$ cat config.mk
export PLATFORM = sky130hd
export DESIGN_NAME = lges_top
export DESIGN_NICKNAME = d
export VERILOG_FILES = /design/src/verilog/lges_pkg.sv /design/src/verilog/lges_top.sv
export SDC_FILE = /design/constraint.sdc
export NUM_CORES = 1
export LEC_CHECK = 0
export BUFFER_PORTS_ARGS = -buffer_cell sky130_fd_sc_hd__buf_2
export CAP_MARGIN = 25
export CORE_UTILIZATION = 48
export DETAILED_ROUTE_END_ITERATION = 10
export PLACE_DENSITY = 0.87
export SLEW_MARGIN = 10
export SYNTH_ARGS = -nofsm -noshare
export SYNTH_HDL_FRONTEND = slang
export SYNTH_SLANG_ARGS = --single-unit
export TNS_END_PERCENT = 30
$ cat constraint.sdc
create_clock -name mclk -period 4.1 [get_ports mclk]
set_input_delay 0.82 -clock mclk [delete_from_list [all_inputs] [get_ports mclk]]
set_output_delay 0.82 -clock mclk [all_outputs]
set_load 0.05 [all_outputs]
$ cat src/verilog/lges_pkg.sv
package lges_pkg;
  // ==========================================================
  // register map
  localparam logic [7:0] ADDR_STATUS = 8'h10;
  localparam logic [7:0] ADDR_ENABLE = 8'h14;
  localparam logic [7:0] ADDR_EXT_STATUS = 8'h18;
  localparam logic [7:0] ADDR_TEST_CTRL = 8'h30;
  // ==========================================================
  // field positions
  localparam int BIT_EXT_PENDING = 1;
  localparam int BIT_LOCAL_PENDING = 2;
  localparam int BIT_FIRST_EVENT = 3;
  localparam int BIT_LAST_EVENT = 17;
  localparam int NUM_EVENTS = 15;
  localparam int BIT_DIRECT_ACCESS = 0;
  // ==========================================================
  // reset values and masks
  localparam logic [31:0] STATUS_RESET = 32'h0000_0000;
  localparam logic [31:0] ENABLE_RESET = 32'h0000_0000;
  localparam logic [31:0] EVENT_MASK = 32'h0003_fff8;
  localparam logic [31:0] EXT_MASK = 32'hffff_ffff;
  localparam logic [1:0] RESP_OKAY = 2'h0;
  localparam logic [1:0] RESP_SLVERR = 2'h2;
endpackage : lges_pkg

$ cat src/verilog/lges_top.sv
// Summary of operation
// - write one clears status flag, zero keeps
// - flags reset to zero on reset
// - test mode allows direct flag write except bit1 and bit2
// - bit1 reads OR of extended status
// - bit2 reads OR of group-zero flags
// - bit3 set on phy timeout or power drop
// - bit4 set on phy register value arrival
// - bit5 set on serial bus reset entry
// - bit6 set on self-id error
// - bit7 set when transmitter idle
// - bit8 set on async packet confirmed
// - bit9 set on reset-start quadlet write
// - bit10 set on control fifo ack
// - bit11 set on iso last quadlet stored
// - bit12 set on bulky async ack
// - bit13 set on iso tx stall; host flushes
// - bit14 set on async tx stall; host flushes
// - bit15 set on payload crc error
// - bit16 set on busy ack issued
// - bit17 set on header crc error
// - enable register gates flags onto interrupt
//
// Our own choice: the AXI4-Lite register port.
module lges_top
  import lges_pkg::*;
(
  // clock and reset
  input wire logic mclk,
  input wire logic rst,
  // software reset from the wider controller
  input wire logic soft_reset,
  // event strobes, one-cycle pulses on mclk
  input wire logic phys_layer_alert,
  input wire logic phys_reg_value_arrived,
  input wire logic serial_bus_reset_entered,
  input wire logic self_ident_fault,
  input wire logic transmitter_idle_flag,
  input wire logic async_packet_arrived,
  input wire logic reset_start_write_seen,
  input wire logic ctrl_fifo_ack_seen,
  input wire logic iso_packet_arrived,
  input wire logic bulk_async_ack_seen,
  input wire logic iso_tx_fifo_stalled,
  input wire logic async_tx_fifo_stalled,
  input wire logic payload_check_error,
  input wire logic busy_ack_issued,
  input wire logic header_check_error,
  // extended group status from the group-one register
  input wire logic [31:0] ext_event_status,
  // axi4-lite write address
  input wire logic [7:0] s_axi_awaddr,
  input wire logic s_axi_awvalid,
  output logic s_axi_awready,
  // axi4-lite write data
  input wire logic [31:0] s_axi_wdata,
  input wire logic [3:0] s_axi_wstrb,
  input wire logic s_axi_wvalid,
  output logic s_axi_wready,
  // axi4-lite write response
  output logic [1:0] s_axi_bresp,
  output logic s_axi_bvalid,
  input wire logic s_axi_bready,
  // axi4-lite read address
  input wire logic [7:0] s_axi_araddr,
  input wire logic s_axi_arvalid,
  output logic s_axi_arready,
  // axi4-lite read data
  output logic [31:0] s_axi_rdata,
  output logic [1:0] s_axi_rresp,
  output logic s_axi_rvalid,
  input wire logic s_axi_rready,
  // host interrupt
  output logic host_irq
);
  import lges_pkg::*;

  // ==========================================================
  // registers
  logic [31:0] group0_event_status;
  logic [31:0] interrupt_enable_mask;
  logic [31:0] link_test_control_register;
  logic [NUM_EVENTS-1:0] event_in;
  logic [31:0] event_vec;
  logic [31:0] status_view;
  logic local_group_pending;
  logic extended_group_pending;
  logic direct_access_test_bit;

  // ==========================================================
  // write channel capture
  logic [7:0] aw_addr;
  logic aw_held;
  logic [31:0] w_data;
  logic [3:0] w_strb;
  logic w_held;
  logic wr_fire;
  logic [31:0] byte_mask;

  assign wr_fire = aw_held && w_held && !s_axi_bvalid;

  // address and data taken in either order
  always_ff @(posedge mclk or posedge rst)
  begin
    if (rst)
    begin
      aw_held <= 1'b0;
      aw_addr <= 8'h00;
      w_held <= 1'b0;
      w_data <= 32'h0000_0000;
      w_strb <= 4'h0;
    end
    else
    begin
      if (s_axi_awvalid && s_axi_awready)
      begin
        aw_held <= 1'b1;
        aw_addr <= s_axi_awaddr;
      end
      else if (wr_fire)
        aw_held <= 1'b0;
      if (s_axi_wvalid && s_axi_wready)
      begin
        w_held <= 1'b1;
        w_data <= s_axi_wdata;
        w_strb <= s_axi_wstrb;
      end
      else if (wr_fire)
        w_held <= 1'b0;
    end
  end

  // ready while the slot is empty and no response is pending
  always_ff @(posedge mclk or posedge rst)
  begin
    if (rst)
    begin
      s_axi_awready <= 1'b0;
      s_axi_wready <= 1'b0;
    end
    else
    begin
      s_axi_awready <= !aw_held && !(s_axi_awvalid && s_axi_awready)
        && !s_axi_bvalid;
      s_axi_wready <= !w_held && !(s_axi_wvalid && s_axi_wready)
        && !s_axi_bvalid;
    end
  end

  // write response, slverr on unmapped address
  always_ff @(posedge mclk or posedge rst)
  begin
    if (rst)
    begin
      s_axi_bvalid <= 1'b0;
      s_axi_bresp <= RESP_OKAY;
    end
    else if (wr_fire)
    begin
      s_axi_bvalid <= 1'b1;
      case (aw_addr)
        ADDR_STATUS, ADDR_ENABLE, ADDR_TEST_CTRL, ADDR_EXT_STATUS:
          s_axi_bresp <= RESP_OKAY;
        default:
          s_axi_bresp <= RESP_SLVERR;
      endcase
    end
    else if (s_axi_bvalid && s_axi_bready)
      s_axi_bvalid <= 1'b0;
  end

  // byte lanes expanded to bit mask
  genvar gb;
  generate
    for (gb = 0; gb < 4; gb++)
    begin : g_lane
      assign byte_mask[gb*8 +: 8] = {8{w_strb[gb]}};
    end
  endgenerate

  // ==========================================================
  // event collection
  assign event_in = {header_check_error, busy_ack_issued,
    payload_check_error, async_tx_fifo_stalled, iso_tx_fifo_stalled,
    bulk_async_ack_seen, iso_packet_arrived, ctrl_fifo_ack_seen,
    reset_start_write_seen, async_packet_arrived, transmitter_idle_flag,
    self_ident_fault, serial_bus_reset_entered, phys_reg_value_arrived,
    phys_layer_alert};
  // bit3..bit17 in order
  assign event_vec = {14'h0000, event_in, 3'h0};

  assign direct_access_test_bit =
    link_test_control_register[BIT_DIRECT_ACCESS];

  // status flags: set, write-one clear or test write
  always_ff @(posedge mclk or posedge rst)
  begin
    if (rst)
      group0_event_status <= STATUS_RESET;
    else if (soft_reset)
      group0_event_status <= STATUS_RESET;
    else
    begin
      if (wr_fire && aw_addr == ADDR_STATUS)
      begin
        if (direct_access_test_bit)
          group0_event_status <= ((group0_event_status & ~byte_mask)
            | (w_data & byte_mask) | event_vec) & EVENT_MASK;
        else
          group0_event_status <= ((group0_event_status
            & ~(w_data & byte_mask)) | event_vec)
            & EVENT_MASK;
      end
      else
        group0_event_status <= (group0_event_status | event_vec)
          & EVENT_MASK;
    end
  end

  // enable and test control registers
  always_ff @(posedge mclk or posedge rst)
  begin
    if (rst)
    begin
      interrupt_enable_mask <= ENABLE_RESET;
      link_test_control_register <= 32'h0000_0000;
    end
    else if (soft_reset)
    begin
      interrupt_enable_mask <= ENABLE_RESET;
      link_test_control_register <= 32'h0000_0000;
    end
    else if (wr_fire && aw_addr == ADDR_ENABLE)
      interrupt_enable_mask <= (interrupt_enable_mask & ~byte_mask)
        | (w_data & byte_mask);
    else if (wr_fire && aw_addr == ADDR_TEST_CTRL)
      link_test_control_register <= {31'h0000_0000,
        (w_strb[0] ? w_data[BIT_DIRECT_ACCESS]
        : direct_access_test_bit)};
  end

  // ==========================================================
  // summary bits
  assign local_group_pending = |(group0_event_status & EVENT_MASK);
  assign extended_group_pending = |(ext_event_status & EXT_MASK);

  // read view of status register
  always_comb
  begin
    status_view = group0_event_status;
    status_view[BIT_EXT_PENDING] = extended_group_pending;
    status_view[BIT_LOCAL_PENDING] = local_group_pending;
  end

  // ==========================================================
  // read channel
  always_ff @(posedge mclk or posedge rst)
  begin
    if (rst)
    begin
      s_axi_arready <= 1'b0;
      s_axi_rvalid <= 1'b0;
      s_axi_rdata <= 32'h0000_0000;
      s_axi_rresp <= RESP_OKAY;
    end
    else if (s_axi_arvalid && s_axi_arready)
    begin
      s_axi_arready <= 1'b0;
      s_axi_rvalid <= 1'b1;
      s_axi_rresp <= RESP_OKAY;
      case (s_axi_araddr)
        ADDR_STATUS: s_axi_rdata <= status_view;
        ADDR_ENABLE: s_axi_rdata <= interrupt_enable_mask;
        ADDR_EXT_STATUS: s_axi_rdata <= ext_event_status;
        ADDR_TEST_CTRL: s_axi_rdata <= link_test_control_register;
        default:
        begin
          s_axi_rdata <= 32'h0000_0000;
          s_axi_rresp <= RESP_SLVERR;
        end
      endcase
    end
    else if (s_axi_rvalid)
    begin
      if (s_axi_rready)
        s_axi_rvalid <= 1'b0;
    end
    else
      s_axi_arready <= 1'b1;
  end

  // ==========================================================
  // host interrupt from enabled flags
  always_ff @(posedge mclk or posedge rst)
  begin
    if (rst)
      host_irq <= 1'b0;
    else
      host_irq <= |(status_view & interrupt_enable_mask
        & (EVENT_MASK | 32'h0000_0002));
  end
endmodule : lges_top

== Yosys cells after proc, flatten, opt, wreduce, memory -nomap -nowiden ==
Index checks and enable logic that the tools add are counted.
Storage, ports and cells
  register bits: 184
  bits of input ports: 107
  output and inout port bits: 42
  word-level logic and storage cells: 93
Operators by class
  equality and inequality tests: 10
  multiplexer cells: 22
  bitwise gates (word level): 12
  reduce and logical (&&, ||, !) cells: 31
Operators by type and width (number)
  $mux 32: 7
  $pmux 32 s4: 1
  $or 18x18->18: 4
  $and 32x32->32: 2
  $and 18x18->18: 3
  $eq 8x5->1 const B: 6
  $not 32->32: 1
  $or 32x32->32: 1
  $reduce_or 32->1: 1
  $mux 18: 1
  $not 18->18: 1
  $eq 8x6->1 const B: 2
  $reduce_or 16->1: 1
  $reduce_or 15->1: 1
  $logic_and 1x1->1: 13
  $reduce_bool 2->1: 6
  $mux 1: 11
  $reduce_or 4->1: 2
  $logic_not 1->1: 5
  $mux 2: 2
  $reduce_and 3->1: 1
  $ne 2x1->1 const B: 1
  $ne 2x2->1 const B: 1
  $reduce_and 2->1: 1

== Logic depth before layout (Yosys ltp) ==
Gate-level depths: netlist (run 1).
  word-level depth: 7
  depth in mapped cells: 7
  gate-level depth less buffers: 4

== Worst setup path after synthesis (run 1) ==
Ideal clock, no wire load.
  path kind: in2reg
  from: input port s_axi_araddr[5]
  to: register s_axi_rdata[27]
  setup time: 0.078 ns
  arrival time: 2.309 ns
  data required time: 4.022 ns
  setup slack: 1.713 ns
  cell stages on the path: 5
  buffers on the path: 1
  cells stage by stage: or4b_1 > nor4b_2 > clkbuf_1 > a22oi_1 > o21ai_1
Between the ends
  cells in the longest elaborated chain, start to end: 2
  elaborated cells on any way between the ends: 5
  those cells by class: 4 x eq/ne; 1 x mux
Ends and longest elaborated chain
  from (decl): RTL line lges_top.sv:65  | input wire logic [7:0] s_axi_araddr,
  $eq 8x6->1 / $eq 8x5->1 (equally long branches): RTL line lges_top.sv:271  | case (s_axi_araddr)
  $pmux 32 s4 *: RTL line lges_top.sv:271
  to (signal assigned): RTL line lges_top.sv:272  | ADDR_STATUS: s_axi_rdata <= status_view;
  to (signal assigned): RTL line lges_top.sv:273  | ADDR_ENABLE: s_axi_rdata <= interrupt_enable_mask;
  to (signal assigned): RTL line lges_top.sv:274  | ADDR_EXT_STATUS: s_axi_rdata <= ext_event_status;
  to (decl): RTL line lges_top.sv:69  | output logic [31:0] s_axi_rdata,
Mark *: on every way between the ends. The rest lies on a longest branch, timed or not.
A chain may end at the register's enable or synchronous reset.

== Worst setup path in the final report (run 1) ==
  from: register aw_addr[2]
  to: register group0_event_status[15]
Between the ends
  cells in the longest elaborated chain, start to end: 4
Ends and longest elaborated chain
  from (decl): RTL line lges_top.sv:92  | logic [7:0] aw_addr;
  from (signal assigned): RTL line lges_top.sv:118  | aw_addr <= s_axi_awaddr;
  $eq 8x5->1: RTL line lges_top.sv:204  | if (wr_fire && aw_addr == ADDR_STATUS)
  $logic_and 1x1->1: RTL line lges_top.sv:204
  $mux 32: RTL line lges_top.sv:204
  $mux 32: RTL line lges_top.sv:200  | else if (soft_reset)
  to (signal assigned): RTL line lges_top.sv:207  | group0_event_status <= ((group0_event_status & ~byte_mask)
  to (signal assigned): RTL line lges_top.sv:210  | group0_event_status <= ((group0_event_status
  to (signal assigned): RTL line lges_top.sv:215  | group0_event_status <= (group0_event_status | event_vec)
  to (decl): RTL line lges_top.sv:80  | logic [31:0] group0_event_status;
No other way between the ends.

==> results.sh, run 1 <==
export IMPL_arrival_ps=2860
export IMPL_hpwlAfterDp_um=11900
export IMPL_fill_cells=940
export IMPL_synthArstFlopShare_pct=100
export IMPL_grt_pass1_vias=5044
export IMPL_clkPwrFrac_pct=36.7
export IMPL_power_density_mw_per_mm2=556
export IMPL_wl_um=16300
export IMPL_clock_skew_ps=9.41
export IMPL_p_sw_share_pct=29.7
export IMPL_start_util_pct=50.2
export IMPL_hold_violations=0
export IMPL_ys_warnings_count=0
export IMPL_clkSlewWorstSetupHoldPaths_ps=60
export IMPL_cp_start_kind="register"
export IMPL_core_mm2=0.0123
export IMPL_area_growth_syn_to_layout_pct=23.9
export IMPL_layout_drive_gt1_share_pct=34.1
export IMPL_grtUsageTotal_pct=26.4
export IMPL_ys_seq_area_share_pct=54.5
export IMPL_io_pins=149
export IMPL_cp_slowest_cell="nor4b_4"
export IMPL_gp_congestion=0.910
export IMPL_synthFlopType="dfrtp_1"
export IMPL_drtIter0Drc=553
export IMPL_clock_fmax_mhz=396
export IMPL_io_buffers=146
export IMPL_comb_power_share_pct=18.7
export IMPL_die_area_mm2=0.0133
export IMPL_cts_hold_buf=0
export IMPL_die_x_um=115
export IMPL_wl_per_cell_um=18.9
export IMPL_rsz0062_at_grt="no"
export IMPL_synth_simple_area_share_pct=12.2
export IMPL_critPathTopFamily="simple AND/OR/NAND/NOR gates"
export IMPL_clock_latency_ps=420
export IMPL_synth_distinct_cells=46
export IMPL_ctsLongestPathBuffers=2
export IMPL_cts_tree="yes"
export IMPL_die_h_um=115
export IMPL_synth_compound_area_share_pct=14.2
export IMPL_finalSetupViolations=0
export IMPL_critPathCaptureType="register"
export IMPL_pwr_share_seq_pct=44.6
export IMPL_synth_top_area_share_pct=54.5
export IMPL_crit_buf_inv=0
export IMPL_rows=40
export IMPL_fin_nets=790
export IMPL_yosys_area_top_type="dfrtp_1"
export IMPL_antenna_found_initial=1
export IMPL_syn_area_per_cell_um2=11.3
export IMPL_syn_inst=546
export IMPL_viasPerCell=5.93
export IMPL_muxShareOfSynthArea_pct=15.9
export IMPL_p_int_mw=2.98
export IMPL_timing_final_crit_share_pct=61.5
export IMPL_ir_drop_v=0.000617
export IMPL_ys_seq_elements=134
export IMPL_critical_path_max_fanout=15
export IMPL_path_cells="nor2_1 -> nor4b_4 -> a41oi_1 -> a21oi_1"
export IMPL_status="complete, no violations"
export IMPL_grt_ovfl_total=0
export IMPL_p_leak_nw=3.69
export IMPL_drc=0
export IMPL_htree_num_levels=4
export IMPL_min_path_type="reg2reg"
export IMPL_yosysMostFrequentCell="dfrtp_1"
export IMPL_slew_viol_final=0
export IMPL_critPathKind="reg2reg"
export IMPL_synth_edf_count=0
export IMPL_grt_pass1_wl_um=26300
export IMPL_dr_pass1_iters=6
export IMPL_cts_buffers=17
export IMPL_finalCriticalPeriod_ps=2520
export IMPL_worst_slew_pin_slew_ps=924
export IMPL_maxSlewHeadroom_pct=38.4
export IMPL_ant_nets=0
export IMPL_max_stage_delay_ps=830
export IMPL_cts_root_buffer="clkbuf_16"
export IMPL_fin_hold_ws_ps=480
export IMPL_synthXorXnorAreaFrac_pct=0
export IMPL_vias=5129
export IMPL_synth_area_leaders="dfrtp_1, mux2_2, mux2i_1"
export IMPL_ys_top_cells_by_count="dfrtp_1, nor2_1, mux2i_1"
export IMPL_synth_top_family_by_area="multiplexers"
export IMPL_clock_sinks=134
export IMPL_power_switching_mw=1.26
export IMPL_cts_setup_buffers=0
export IMPL_required_ps=4430
export IMPL_cts_resized=0
export IMPL_maxCapViolCount=0
export IMPL_fin_tns_setup_ps=0
export IMPL_netlist_area_mm2=0.00615
export IMPL_synthAdderAreaFrac_pct=0.163
export IMPL_grt_start_max_net_pins=135
layer usage:
metal	track usage (%)	wire [um]	vias to the layer above
met5	0	0	-
met3	7.54	1280	26
met1	35.7	7160	2549
li1	-	-	2290
met4	7.36	225	0
met2	41.7	7640	264
worst min-delay path: cells and delay by family (launching register included):
kind / cells / cell delay [ps]
compound gates: 1 / 60
simple gates: 1 / 50
flops: 1 / 340
worst paths after layout:
check                                          end  slack (ps)  depth (start not counted)             from
setup / recovery           group0_event_status[15]        1580                          4       aw_addr[2]
hold / removal                     s_axi_rdata[30]         480                          2  s_axi_rdata[30]
setup reg to reg           group0_event_status[15]        1580                          4       aw_addr[2]
hold reg to reg                    s_axi_rdata[30]         480                          2  s_axi_rdata[30]
max in group asynchronous            s_axi_awready        2990                          3              rst
min in group asynchronous          s_axi_rdata[12]         620                          3              rst
metrics by stage:
stage	util (%)	total power [mW]	area (um2)	worst slack (ps)	instances
final	62.2	4.24	7620	1580	865
after global routing	62.1	4.42	7620	1400	863
after CTS	62.1	4.25	7620	1630	863
after detailed placement	57.1	2.69	7010	1610	832
after global placement	57.1	2.63	7010	1700	832
after floorplan	-	2.42	6160	1610	547
layout by cell type, fill, tap and decap left out, types with 10 or more instances in the layout:
master	synthesis	layout
nor2_1	56	56
a41oi_1	10	10
mux2i_1	48	48
o211ai_1	11	11
clkbuf_16	0	17
o21ai_0	37	37
o21ai_1	10	10
a21oi_1	11	11
nor4_1	11	11
a22oi_1	21	21
mux2_2	44	44
dfrtp_1	134	134
a22o_1	23	23
nand2_1	42	42
buf_2	8	146
logic make-up after synthesis:
kind of cell	count (synthesis)
buffers and inverters	42
multiplexers	92
AND/OR/NAND/NOR	147
other	1
AO/OA/AOI/OAI	129
flip-flops	134
adder cells (fa/ha/maj)	1
sequential cells by signal, indices dropped and copies added (netlist names):
| name | flops |
|---|---|
| group0_event_status | 15 |
| w_held | 1 |
| s_axi_rdata | 32 |
| s_axi_bvalid | 1 |
| s_axi_arready | 1 |
| interrupt_enable_mask | 32 |
| aw_addr | 8 |
| s_axi_awready | 1 |
| s_axi_rvalid | 1 |
| s_axi_bresp | 1 |
| w_data | 32 |
| aw_held | 1 |
| s_axi_wready | 1 |
| host_irq | 1 |
| s_axi_rresp | 1 |
| w_strb | 4 |
| link_test_control_register | 1 |
cell type report:
type                    instances  area [um2]  area share, %
diodes                          2        5.00         0.0657
clock buffers                  23         488           6.40
clock inverters                 8         121           1.59
inverters                       5        22.5          0.296
multi-input cells             371        2620           34.3
flip-flops and latches        134        3350           44.0
well taps                     168         210           2.76
repair buffers                154         803           10.5
power by group through the flow:
stage,Combinational (mW),Clock (mW),Sequential (mW)
after global routing,0.863,1.64,1.92
after floorplan,0.563,0,1.86
after CTS,0.798,1.58,1.88
after detailed placement,0.791,0,1.90
final,0.793,1.55,1.89
after global placement,0.754,0,1.87
No activity file was read; power rests on OpenSTA's default activity.
==> run 2: changes to the inputs <==
- CORE_UTILIZATION: 48 -> 54
- PLACE_DENSITY: 0.87 -> 0.91
- clock period: 4.1 -> 2.6 ns (I/O delays scaled with it)
==> results.sh, run 2 (same netlist as run 1, synthesis figures left out) <==
export IMPL_status="complete, no violations"
export IMPL_finalCriticalPeriod_ps=2450
export IMPL_rows=38
export IMPL_arrival_ps=2740
export IMPL_grt_pass1_wl_um=25600
export IMPL_grt_pass1_vias=5012
export IMPL_cts_tree="yes"
export IMPL_wl_um=16400
export IMPL_wl_per_cell_um=19.5
export IMPL_start_util_pct=56.0
export IMPL_die_area_mm2=0.0118
export IMPL_maxCapViolCount=0
export IMPL_final_setup_worst_slack_ps=148
export IMPL_antenna_found_initial=1
export IMPL_pre_cts_ws_ps=184
export IMPL_fill_cells=774
export IMPL_cts_hold_buf=0
export IMPL_clkSlewWorstSetupHoldPaths_ps=60
export IMPL_critical_path_max_fanout=8
export IMPL_critPathCaptureType="register"
export IMPL_cts_buffers=17
export IMPL_viasPerCell=6.13
export IMPL_p_leak_nw=3.73
export IMPL_drtIter0Drc=445
export IMPL_finalCoreUtilization_pct=69.9
export IMPL_cp_slowest_cell="or4_1"
export IMPL_cts_root_buffer="clkbuf_16"
export IMPL_grt_ovfl_total=0
export IMPL_fin_hold_ws_ps=291
export IMPL_io_pins=149
export IMPL_vias=5158
export IMPL_hpwlAfterDp_um=11700
export IMPL_path_cells="or4b_1 -> or4_1 -> mux2i_1 -> nor2_1"
export IMPL_rsz0062_at_grt="no"
export IMPL_die_x_um=109
export IMPL_worst_slew_pin_slew_ps=881
export IMPL_grt_start_max_net_pins=135
export IMPL_diodes=0
export IMPL_clock_skew_ps=5.44
export IMPL_required_ps=2890
export IMPL_drc=0
export IMPL_critPathKind="reg2reg"
export IMPL_cts_resized=0
export IMPL_p_total_mw=6.96
export IMPL_min_path_type="in2reg"
export IMPL_layout_drive_gt1_share_pct=34.8
export IMPL_fin_nets=796
export IMPL_ant_nets=0
export IMPL_htree_num_levels=4
export IMPL_ir_drop_v=0.000888
export IMPL_clock_sinks=134
export IMPL_area_growth_syn_to_layout_pct=24.9
export IMPL_cp_start_kind="register"
export IMPL_gp_congestion=0.885
export IMPL_power_density_mw_per_mm2=906
export IMPL_clock_latency_ps=420
export IMPL_die_h_um=109
export IMPL_core_mm2=0.0110
export IMPL_layout_commonest_cell="buf_2"
export IMPL_max_stage_delay_ps=860
export IMPL_final_cell_mix="buf_2, dfrtp_1, nor2_1"
export IMPL_maxSlewHeadroom_pct=41.3
export IMPL_finalSetupViolations=0
export IMPL_fin_tns_setup_ps=0
export IMPL_cts_setup_buffers=0
export IMPL_timing_final_crit_share_pct=94.3
export IMPL_ctsLongestPathBuffers=2
export IMPL_io_buffers=146
export IMPL_grtUsageTotal_pct=29.2
export IMPL_hold_violations=0
export IMPL_reg_top3="interrupt_enable_mask (32), s_axi_rdata (32), w_data (32)"
export IMPL_slew_viol_final=0
export IMPL_clock_fmax_mhz=408
export IMPL_dr_pass1_iters=5
run 2: changes by cell type in the layout (fill, tap and decap cells not counted):
cell	before	now
diode_2	2	0
bufinv_16	3	6
clkinvlp_4	2	5
clkbuf_8	4	0
buf_4	7	13
clkinv_2	3	2
run 2: layout make-up:
class / count / area [um2] / area share, %
Inverter: 5 / 22.5 / 0.293
Clock buffer: 19 / 433 / 5.64
Sequential cell: 134 / 3350 / 43.7
Timing Repair Buffer: 160 / 848 / 11.0
Tap cell: 140 / 175 / 2.28
Clock inverter: 13 / 229 / 2.98
Multi-Input combinational cell: 371 / 2620 / 34.1
run 2: stage by stage:
step / cell area (um2) / cells
finish: 7680 / 842
global route: 7680 / 842
CTS: 7680 / 842
detailed placement: 7020 / 810
global placement: 7020 / 810
floorplan: 6160 / 547
run 2: routing by layer:
layer	wire, um	vias up	GRT usage [%]
li1	-	2302	-
met3	1350	53	8.07
met5	13	-	0
met2	7720	303	45.6
met4	546	2	14.5
met1	6790	2498	37.5
run 2: path summary, 6_finish.rpt:
| check | start | endpoint | slack, ps | cells past startpoint |
|---|---|---|---|---|
| max in group asynchronous | rst | w_data[0] | 1780 | 3 |
| worst max register to register | aw_addr[0] | interrupt_enable_mask[6] | 150 | 4 |
| worst min-delay path | s_axi_rready | s_axi_rvalid | 290 | 2 |
| worst max-delay path | aw_addr[0] | interrupt_enable_mask[6] | 150 | 4 |
| worst min register to register | s_axi_rdata[29] | s_axi_rdata[29] | 480 | 2 |
| min in group asynchronous | rst | s_axi_rdata[15] | 310 | 3 |
run 2: report_power, final:
group	total (mW)	internal (mW)	switching (mW)
clock network	2.68	1.79	0.891
logic	1.28	0.598	0.682
registers	2.99	2.52	0.478
run 2: worst max-delay path: cells and delay by family (launching register included):
family | cells | cell delay [ps]
DFF | 1 | 390
muxes | 1 | 270
and+or+nand+nor | 3 | 1650
